--- config.mk ---
export PLATFORM = sky130hd
export DESIGN_NAME = rcr_config_regs
export DESIGN_NICKNAME = d
export VERILOG_FILES = /design/src/rcr_pkg.sv /design/src/rcr_low_meter.sv /design/src/rcr_config_regs.sv
export SDC_FILE = /design/constraint.sdc
export NUM_CORES = 1
export LEC_CHECK = 0
export BUFFER_PORTS_ARGS = -buffer_cell sky130_fd_sc_hd__buf_2
export CAP_MARGIN = 20
export CORE_MARGIN = 2
export CORE_UTILIZATION = 59
export CTS_CLUSTER_DIAMETER = 30
export DETAILED_ROUTE_END_ITERATION = 10
export PLACE_DENSITY = 0.81
export SLEW_MARGIN = 20
export SYNTH_ARGS = -nofsm -noshare
export SYNTH_HDL_FRONTEND = slang
export SYNTH_SLANG_ARGS = --single-unit
--- constraint.sdc ---
create_clock -name mclk_i -period 4.9 [get_ports mclk_i]
set_input_delay 0.245 -clock mclk_i [delete_from_list [all_inputs] [get_ports mclk_i]]
set_output_delay 0.245 -clock mclk_i [all_outputs]
set_load 0.005 [all_outputs]
--- src/rcr_pkg.sv ---
package rcr_pkg;

  //////////////////////////////////////////////////////////////////////////
  // Word and register layout
  localparam int          WORD_BITS      = 14;
  localparam int          REG_W          = 12;
  localparam int          BIT_CNT_W      = 4;
  localparam logic [3:0]  LAST_BIT       = 4'hd;
  localparam logic [3:0]  FIRST_BIT      = 4'h0;
  localparam int          CMD_POS        = 13;
  localparam int          ADDR_POS       = 12;
  localparam logic        CMD_OFF        = 1'b1;
  localparam logic        ADDR_MODE      = 1'b1;

  typedef struct packed {
    logic [1:0] baud_range_code;
    logic [1:0] bit_check_count_code;
    logic       port_level_bit;
    logic [4:0] sleep;
    logic       standard_sleep_extension;
    logic       temporary_sleep_extension;
  } rcr_mode_t;

  typedef struct packed {
    logic [5:0] lim_min;
    logic [5:0] lim_max;
  } rcr_limit_t;

  typedef struct packed {
    logic [3:0]  limit_scale_factor;
    logic [3:0]  bit_check_count;
    logic [3:0]  sleep_extension_factor;
    logic [8:0]  lower_limit_cyc;
    logic [8:0]  upper_limit_cyc;
    logic [17:0] sleep_cyc;
  } rcr_timing_t;

  typedef enum logic {ST_IDLE, ST_BITS} rcr_state_t;

  //////////////////////////////////////////////////////////////////////////
  // Reset values and field codes
  localparam rcr_mode_t  MODE_RST       = 12'h22c;
  localparam rcr_limit_t LIMIT_RST      = 12'h398;
  localparam logic [3:0] SCALE_BASE     = 4'h8;
  localparam logic [3:0] SLEEP_EXTENSION_FACTOR_ONE     = 4'h1;
  localparam logic [3:0] SLEEP_EXTENSION_FACTOR_EXT     = 4'h8;
  localparam logic [4:0] SLEEP_CONT     = 5'h00;
  localparam logic [4:0] SLEEP_PERM     = 5'h1f;
  localparam logic [5:0] LIM_ONE        = 6'h01;
  localparam logic [9:0] SLEEP_UNIT_LSB = 10'h000;
  localparam logic [3:0] BITCHK_N0      = 4'h0;
  localparam logic [3:0] BITCHK_N1      = 4'h3;
  localparam logic [3:0] BITCHK_N2      = 4'h6;
  localparam logic [3:0] BITCHK_N3      = 4'h9;

  //////////////////////////////////////////////////////////////////////////
  // Pin timing
  localparam int CLK_MHZ          = 250;
  localparam int START_LOW_NS     = 100000;
  localparam int ONE_LOW_NS       = 20000;
  localparam int RM_HALF_NS       = 2000000;
  localparam int START_LOW_DEF    = (START_LOW_NS * CLK_MHZ + 999) / 1000;
  localparam int ONE_LOW_DEF      = (ONE_LOW_NS * CLK_MHZ + 999) / 1000;
  localparam int RM_HALF_DEF      = (RM_HALF_NS * CLK_MHZ) / 1000;

endpackage : rcr_pkg

--- src/rcr_low_meter.sv ---
module rcr_low_meter #(
  parameter int MAX_CNT = 25000,
  parameter int LEN_W   = $clog2(MAX_CNT + 1)
)(
  // Clock, reset, enable
  input  wire logic             mclk_i,
  input  wire logic             srst_i,
  input  wire logic             ce_i,
  // Line
  input  wire logic             low_i,
  // Result
  output logic                  done_o,
  output logic [LEN_W-1:0]      len_o
);

  if (MAX_CNT < 1 || LEN_W < $clog2(MAX_CNT + 1))
  begin : g_bad_len
    $error("rcr_low_meter: length width too small for MAX_CNT");
  end

  logic             low_q;
  logic [LEN_W-1:0] cnt;
  wire              at_max = (cnt == LEN_W'(MAX_CNT));

  // Saturating count keeps a very long low from wrapping into a short one
  always_ff @(posedge mclk_i)
  begin
    if (srst_i)
    begin
      low_q  <= 1'b0;
      cnt    <= '0;
      done_o <= 1'b0;
      len_o  <= '0;
    end
    else if (ce_i)
    begin
      low_q  <= low_i;
      done_o <= low_q & ~low_i;
      if (low_q & ~low_i)
        len_o <= cnt;
      if (!low_i)
        cnt <= '0;
      else if (!at_max)
        cnt <= cnt + LEN_W'(1);
    end
  end

endmodule : rcr_low_meter

--- src/rcr_config_regs.sv ---
//////////////////////////////////////////////////////////////////////////////
//////////////////////////////////////////////////////////////////////////////
module rcr_config_regs
  import rcr_pkg::*;
#(
  parameter int START_LOW_CYC = START_LOW_DEF,
  parameter int ONE_LOW_CYC   = ONE_LOW_DEF,
  parameter int RM_HALF_CYC   = RM_HALF_DEF
)(
  // Clock, reset, enable
  input  wire logic  mclk_i,
  input  wire logic  srst_i,
  input  wire logic  ce_i,
  // One-wire data pin
  input  wire logic  dat_i,
  output logic       dat_o,
  output logic       dat_oe_n_o,
  // Bit check engine
  input  wire logic  bit_check_fail_i,
  // Configuration
  output rcr_mode_t   operating_mode_o,
  output rcr_limit_t  bit_check_limits_o,
  output rcr_timing_t timing_o,
  // Status and pins
  output logic       multipurpose_output_pin_o,
  output logic       off_cmd_o,
  output logic       continuous_poll_o,
  output logic       permanent_sleep_o,
  output logic       reset_marker_active_o
);

  localparam int LEN_W = $clog2(START_LOW_CYC + 1);
  localparam int RM_W  = $clog2(RM_HALF_CYC + 1);

  // Short lows must stay distinguishable from a start pulse
  if (ONE_LOW_CYC < 1 || ONE_LOW_CYC >= START_LOW_CYC || RM_HALF_CYC < 1)
  begin : g_bad_timing
    $error("rcr_config_regs: pulse timing parameters out of range");
  end

  //////////////////////////////////////////////////////////////////////////
  // State
  rcr_mode_t              operating_mode;
  rcr_limit_t             bit_check_limits;
  rcr_timing_t            timing;
  rcr_state_t             state;
  logic [WORD_BITS-1:0]   shreg;
  logic [BIT_CNT_W-1:0]   bit_cnt;
  logic                   temp_ext_live;
  logic                   rm_active;
  logic                   rm_phase;
  logic [RM_W-1:0]        rm_cnt;
  logic                   drive_low;
  logic                   off_cmd;
  logic                   pulse_done;
  logic [LEN_W-1:0]       pulse_len;

  //////////////////////////////////////////////////////////////////////////
  // Pulse decode
  // Only lows made by the controller count, never our own marker lows
  wire                    ext_low   = ~dat_i & ~drive_low;
  wire                    is_start  = pulse_len >= LEN_W'(START_LOW_CYC);
  wire                    bit_val   = pulse_len >= LEN_W'(ONE_LOW_CYC);
  wire                    in_bits   = (state == ST_BITS);
  wire                    got_start = pulse_done & is_start;
  wire                    got_bit   = pulse_done & ~is_start & in_bits;
  wire [WORD_BITS-1:0]    next_word = {shreg[WORD_BITS-2:0], bit_val};
  wire                    first_bit = (bit_cnt == FIRST_BIT);
  wire                    last_bit  = (bit_cnt == LAST_BIT);
  wire                    take_off  = got_bit & first_bit
                                    & (bit_val == CMD_OFF);
  wire                    word_end  = got_bit & last_bit;
  wire                    wr_mode   = word_end
                          & (next_word[ADDR_POS] == ADDR_MODE);
  wire                    wr_limit  = word_end
                          & (next_word[ADDR_POS] != ADDR_MODE);
  wire rcr_mode_t         new_mode  = rcr_mode_t'(next_word[REG_W-1:0]);
  wire rcr_limit_t        new_limit = rcr_limit_t'(next_word[REG_W-1:0]);

  rcr_low_meter #(
    .MAX_CNT (START_LOW_CYC),
    .LEN_W   (LEN_W)
  ) u_meter (
    .mclk_i  (mclk_i),
    .srst_i  (srst_i),
    .ce_i    (ce_i),
    .low_i   (ext_low),
    .done_o  (pulse_done),
    .len_o   (pulse_len)
  );

  //////////////////////////////////////////////////////////////////////////
  // Word receiver
  always_ff @(posedge mclk_i)
  begin
    if (srst_i)
    begin
      state   <= ST_IDLE;
      shreg   <= '0;
      bit_cnt <= '0;
      off_cmd <= 1'b0;
    end
    else if (ce_i)
    begin
      off_cmd <= take_off;
      if (got_start)
      begin
        state   <= ST_BITS;
        bit_cnt <= '0;
      end
      else if (got_bit)
      begin
        shreg   <= next_word;
        bit_cnt <= bit_cnt + BIT_CNT_W'(1);
        if (take_off || last_bit)
          state <= ST_IDLE;
      end
    end
  end

  //////////////////////////////////////////////////////////////////////////
  // Configuration registers
  // The extension write wins over a bit check fail in the same cycle
  always_ff @(posedge mclk_i)
  begin
    if (srst_i)
    begin
      operating_mode   <= MODE_RST;
      bit_check_limits <= LIMIT_RST;
      temp_ext_live    <= MODE_RST.temporary_sleep_extension;
    end
    else if (ce_i)
    begin
      if (wr_mode)
        operating_mode <= new_mode;
      if (wr_limit)
        bit_check_limits <= new_limit;
      if (wr_mode)
        temp_ext_live <= new_mode.temporary_sleep_extension;
      else if (bit_check_fail_i)
        temp_ext_live <= 1'b0;
    end
  end

  //////////////////////////////////////////////////////////////////////////
  // Derived timing
  wire [3:0]  next_scale = SCALE_BASE
                         >> operating_mode.baud_range_code;
  wire [3:0]  next_xs    = (operating_mode.standard_sleep_extension
                           | temp_ext_live) ? SLEEP_EXTENSION_FACTOR_EXT
                                            : SLEEP_EXTENSION_FACTOR_ONE;
  wire [5:0]  max_m1     = bit_check_limits.lim_max - LIM_ONE;
  wire [9:0]  lower_full = 10'(bit_check_limits.lim_min)
                         * 10'(next_scale);
  wire [9:0]  upper_full = 10'(max_m1) * 10'(next_scale);
  wire [8:0]  slp_units  = 9'(operating_mode.sleep) * 9'(next_xs);
  logic [3:0] next_nbits;

  always_comb
  begin
    unique case (operating_mode.bit_check_count_code)
      2'h0: next_nbits = BITCHK_N0;
      2'h1: next_nbits = BITCHK_N1;
      2'h2: next_nbits = BITCHK_N2;
      2'h3: next_nbits = BITCHK_N3;
    endcase
  end

  // Registered so every output leaves a flop; lags a write by one cycle
  always_ff @(posedge mclk_i)
  begin
    if (srst_i)
    begin
      timing            <= '0;
      continuous_poll_o <= 1'b0;
      permanent_sleep_o <= 1'b0;
    end
    else if (ce_i)
    begin
      timing.limit_scale_factor     <= next_scale;
      timing.bit_check_count        <= next_nbits;
      timing.sleep_extension_factor <= next_xs;
      timing.lower_limit_cyc        <= lower_full[8:0];
      timing.upper_limit_cyc        <= upper_full[8:0];
      timing.sleep_cyc <= {slp_units[7:0], SLEEP_UNIT_LSB};
      continuous_poll_o <= (operating_mode.sleep == SLEEP_CONT);
      permanent_sleep_o <= (operating_mode.sleep == SLEEP_PERM);
    end
  end

  //////////////////////////////////////////////////////////////////////////
  // Reset marker on the data pin
  // A start pulse from the controller is the only way to end the marker
  always_ff @(posedge mclk_i)
  begin
    if (srst_i)
    begin
      rm_active <= 1'b1;
      rm_phase  <= 1'b0;
      rm_cnt    <= '0;
      drive_low <= 1'b0;
    end
    else if (ce_i)
    begin
      if (got_start)
        rm_active <= 1'b0;
      if (!rm_active || rm_cnt == RM_W'(RM_HALF_CYC - 1))
      begin
        rm_cnt   <= '0;
        rm_phase <= rm_active & ~rm_phase;
      end
      else
        rm_cnt <= rm_cnt + RM_W'(1);
      drive_low <= rm_active & ~got_start & rm_phase;
    end
  end

  //////////////////////////////////////////////////////////////////////////
  // Outputs
  assign dat_o                     = 1'b0;
  assign dat_oe_n_o                = ~drive_low;
  assign operating_mode_o          = operating_mode;
  assign bit_check_limits_o        = bit_check_limits;
  assign timing_o                  = timing;
  assign multipurpose_output_pin_o = operating_mode.port_level_bit;
  assign off_cmd_o                 = off_cmd;
  assign reset_marker_active_o     = rm_active;

endmodule : rcr_config_regs

==> impl_summary.txt <==
----------------------------------------------------
[Run status]
  Status ... finished clean

[Yosys]
  Post-Synth XOR/XNOR Area ... under 10%
  Fraction of the mapped netlist area in compound gates ... 11.0%
  Simple-Gate Fraction of Synth Area ... between 20% and 30%
  Area share of fa/ha/maj cells after synthesis ... between 10% and 20%
  Total number of yosys warnings ... 0
  Cell type contributing the most total cell area after synthesis ... dfxtp_1
  Combinational family with the most area after synthesis ... simple AND/OR/NAND/NOR gates
  Number of synthesized flops with an enable pin ... 0
  Cell variety after synth ... just under 60
  Synth Flop Type ... dfxtp_1
  #FFs+latches synth ... around 130
  Mux contribution to synthesized area ... roughly 5.4%
  Leading cell types by total area after synthesis ... dfxtp_1 (37%), nand2_1 (6.7%), ha_1 (6.5%), nor2_1 (5.7%), mux2i_1 (5.2%)
  Post-synthesis average cell area ... between 8 and 9 um^2
  Top-area cell type share of the netlist area ... a little under two fifths
  Sequential element share of the synthesized area ... a little under two fifths
  Cell area after technology mapping ... 7090 um^2
  Async set or reset register ratio after synthesis ... 0%
  Number of instances in the synthesized netlist ... between 800 and 900

[Global route]
  Antenna violations before repair ... 0
  Aggregate global-route resource usage ... roughly a quarter
  Sum of overflow across all layers after global routing ... 0
  Wire length of the first global-routing pass ... approximately 26,000 um
  Via count of the first global-routing pass ... 5,485
  Maximum number of pins on one net before global-route repair ... just over 80

[Die]
  Y dimension of the die ... roughly 110 um
  Effective utilization at floorplan ... 59.8%
  Cell row count ... 40
  Die Footprint ... roughly 13,000 um^2
  Die X ... 114 um
  Boundary pin count ... between 80 and 90
  Core region area ... ~12,000 um^2

[Pwr]
  Leakage Power ... around 3.5 nW
  Internal power summed over all cells ... 0.00195 W
  Power per Cell Area ... 308 nW/um^2
  Clock share of power ... between 50% and 60%
  Switching Fraction ... 21.1%
  Share of total power in combinational logic ... approximately 3.4%
  IR Drop Worst-Case VDD ... between 0.0002 and 0.00025 V
  Sequential fraction of design power ... between 40% and 50%
  Net load switching power ... approximately 0.00052 W
  Post-layout power ... 0.00247 W

[Critical path]
  Required time reported for the critical path endpoint ... 5200 ps
  Cell breakdown of the critical path ... nor2_1 > nand2_1 > fa_1 > inv_1 > fa_1 > fa_1 > a211oi_1 > o21bai_1 > a21oi_1 > nor3_1 > a311o_1
  Family of cells with the greatest summed delay on the critical path ... adder cells
  Critical-path maximum fanout ... 14
  Reg-to-reg setup timing slack ... 980 ps
  Worst path slowest cell ... nor2_1
  Buf+Inv Stages, Crit Path ... 1
  Type of destination of the critical path ... flip-flop
  Number of cell instances on the worst register-to-register path ... 11
  Data arrival time at the worst-slack endpoint ... 4220 ps
  Worst reg2reg startpoint ... operating_mode_o[11]
  Critical register-to-register path endpoint ... timing_o[35]
  Worst setup SP type ... flip-flop
  Crit-path most repeated cell ... fa_1
  Max stage delay on crit path ... ~600 ps
  Class of the most critical setup path ... reg2reg

[Route]
  Routed wire per std cell ... 14.4 um
  Pre-antenna DRT Iters ... 5
  Remaining DRCs ... 0
  Mean number of vias per cell ... between 5 and 6
  DRC violation total after the first TritonRoute iteration ... around 360
  Total number of vias ... around 5,900
  Final Routed Wirelength ... roughly 15,000 um
  ANT nets after route ... 0

[Worst hold path]
  Number of cells on the worst hold path ... 4
  Startpoint of the tightest hold check path ... bit_check_fail_i
  Hold Path Sink ... temp_ext_live
  Path class of the lowest-slack min-delay path ... in2reg

[Clocking]
  Hold buffers post-CTS ... 0
  Clk_lat worst skew ... between 400 and 500 ps
  Maximum clock path buffer count ... 2
  Clock root buffer ... clkbuf_16
  Number of buffers created by CTS ... 17
  Post-CTS Setup Repair Bufs ... 0
  Num Clock Sinks ... ~130
  H-tree depth ... 4
  Clock tree from TritonCTS ... done
  Clock transition at the register clock pins on the worst setup and hold paths after CTS ... 60 ps
  Gates resized, CTS repair ... 0

[Timing]
  Max Clock Skew ... between 7 and 8 ps
  Setup TNS ... 0 ps
  Min Hold Slack ... about 96 ps
  Final count of negative-setup-slack endpoints ... 0
  Max-slew violations ... 0
  F_max ... roughly 250 MHz
  Final critical delay including setup and external delays ... 3920 ps
  Max-slew headroom at the worst pin ... 33.3%
  Unrepaired setup endpoints after global routing ... no
  Endpoints failing hold ... 0
  Slew of the pin with the lowest slew margin ... between 900 and 1000 ps
  Final clock period utilization by the worst path ... about four fifths

[Final layout]
  Fillcell total ... slightly below 1,000
  Number of antenna repair diodes ... 0
  Most common library cell in the layout ignoring fill and taps ... dfxtp_1
  Nets@finish ... between 900 and 1,000
  Share of layout cells above drive strength 1 ... between 10 and 15%
  Area growth, synth to finish ... 13.2%
  Post-route cell area ... ~8000 um^2
  Commonest cells after routing, fill and taps aside ... dfxtp_1 (132), nand2_1 (127), nor2_1 (107)

[Place]
  Final weighted congestion of routability-driven global placement ... roughly 0.9
  Final HPWL from detailed placement ... roughly 10,000 um
  Area after detailed placement ... 7430 um^2
  Buffers on Ports ... 70

[Flow run]
  # Max-Cap Violations ... 0

----------------------------------------------------
[layout make-up]
type / instances / area, um^2 / area share [%]
clock buffers: 23 / 478 / 5.95
well taps: 147 / 184 / 2.29
repair buffers: 75 / 390 / 4.86
inverters: 40 / 150 / 1.87
multi-input cells: 633 / 4060 / 50.5
flip-flops and latches: 132 / 2640 / 32.9
clock inverters: 9 / 126 / 1.57
[layer usage]
layer	track usage [%]	part of all wire (%)	up-vias	routed length [um]
li1	-	-	2963	-
met1	32.1	46	2743	6970
met2	40.9	48	150	7350
met3	5.31	4.8	20	732
met4	9.02	1.6	0	249
met5	0	0	-	0
[power by group through the flow]
stage               Sequential (W)  Clock [W]  Combinational [W]
floorplan                  0.00112          0          0.0000660
global placement           0.00112          0          0.0000832
detailed placement         0.00112          0          0.0000849
CTS                        0.00110    0.00131          0.0000850
global route               0.00110    0.00136          0.0000952
finish                     0.00110    0.00129          0.0000842
[how the worst max path moves through the flow]
stage	to	start	slack, ps	cells after the start
2_1_floorplan	timing_o[35]	operating_mode_o[10]	1260	13
3_3_place_gp	timing_o[35]	operating_mode_o[11]	1080	11
3_5_place_dp	timing_o[35]	operating_mode_o[11]	1000	11
4_1_cts	timing_o[35]	operating_mode_o[11]	980	11
5_1_grt	timing_o[35]	operating_mode_o[11]	730	11
6_report	timing_o[35]	operating_mode_o[11]	980	11
[metrics by stage]
| step | worst slack (ps) | cells | util (%) |
|---|---|---|---|
| global placement | 1080 | 1027 | 62.6 |
| detailed placement | 1000 | 1027 | 62.6 |
| global route | 730 | 1059 | 67.7 |
| CTS | 981 | 1059 | 67.7 |
| floorplan | 1260 | 866 | - |
| finish | 977 | 1059 | 67.7 |
[worst reg2reg max path, cell delays in order, from the launching register on]
cell	delay [ps]
dfxtp_1	410
nor2_1	600
nand2_1	200
fa_1	560
inv_1	50
fa_1	530
fa_1	490
a211oi_1	290
o21bai_1	110
a21oi_1	180
nor3_1	70
a311o_1	310
[registers in the layout (all words and copies together), names as in the netlist, 4 cells and up]
register and flops:
operating_mode_o 11, rm_cnt 19, bit_cnt 4, shreg 12, u_meter.cnt 15, bit_check_limits_o 12, u_meter.len_o 12, timing_o 36
[cell families after synthesis]
family / after synthesis
compound gates: 125
xor+xnor: 41
fa+ha+maj: 54
buf+inv: 101
flops: 132
mux: 38
other cells: 2
simple gates: 359
[synthesized netlist by cell type, types with 4 or more instances]
cell type	count
nand4_1	9
nor2_1	107
xor2_1	18
buf_1	4
nor3_1	20
a21o_1	6
nand2b_1	6
dfxtp_1	132
a21oi_1	53
and2_1	9
o31ai_1	4
xnor2_1	23
nor4_1	6
a31oi_1	6
nand3_1	26
clkbuf_1	37
nand2_1	127
or3_1	7
or4_1	4
nor2b_1	4
fa_1	17
ha_1	37
o21ai_0	21
mux2i_1	37
and3_1	10
inv_1	40
a211oi_1	13
nand4b_1	4
buf_4	14
buf_2	5
Note: power is estimated with default switching activity, not from simulation.
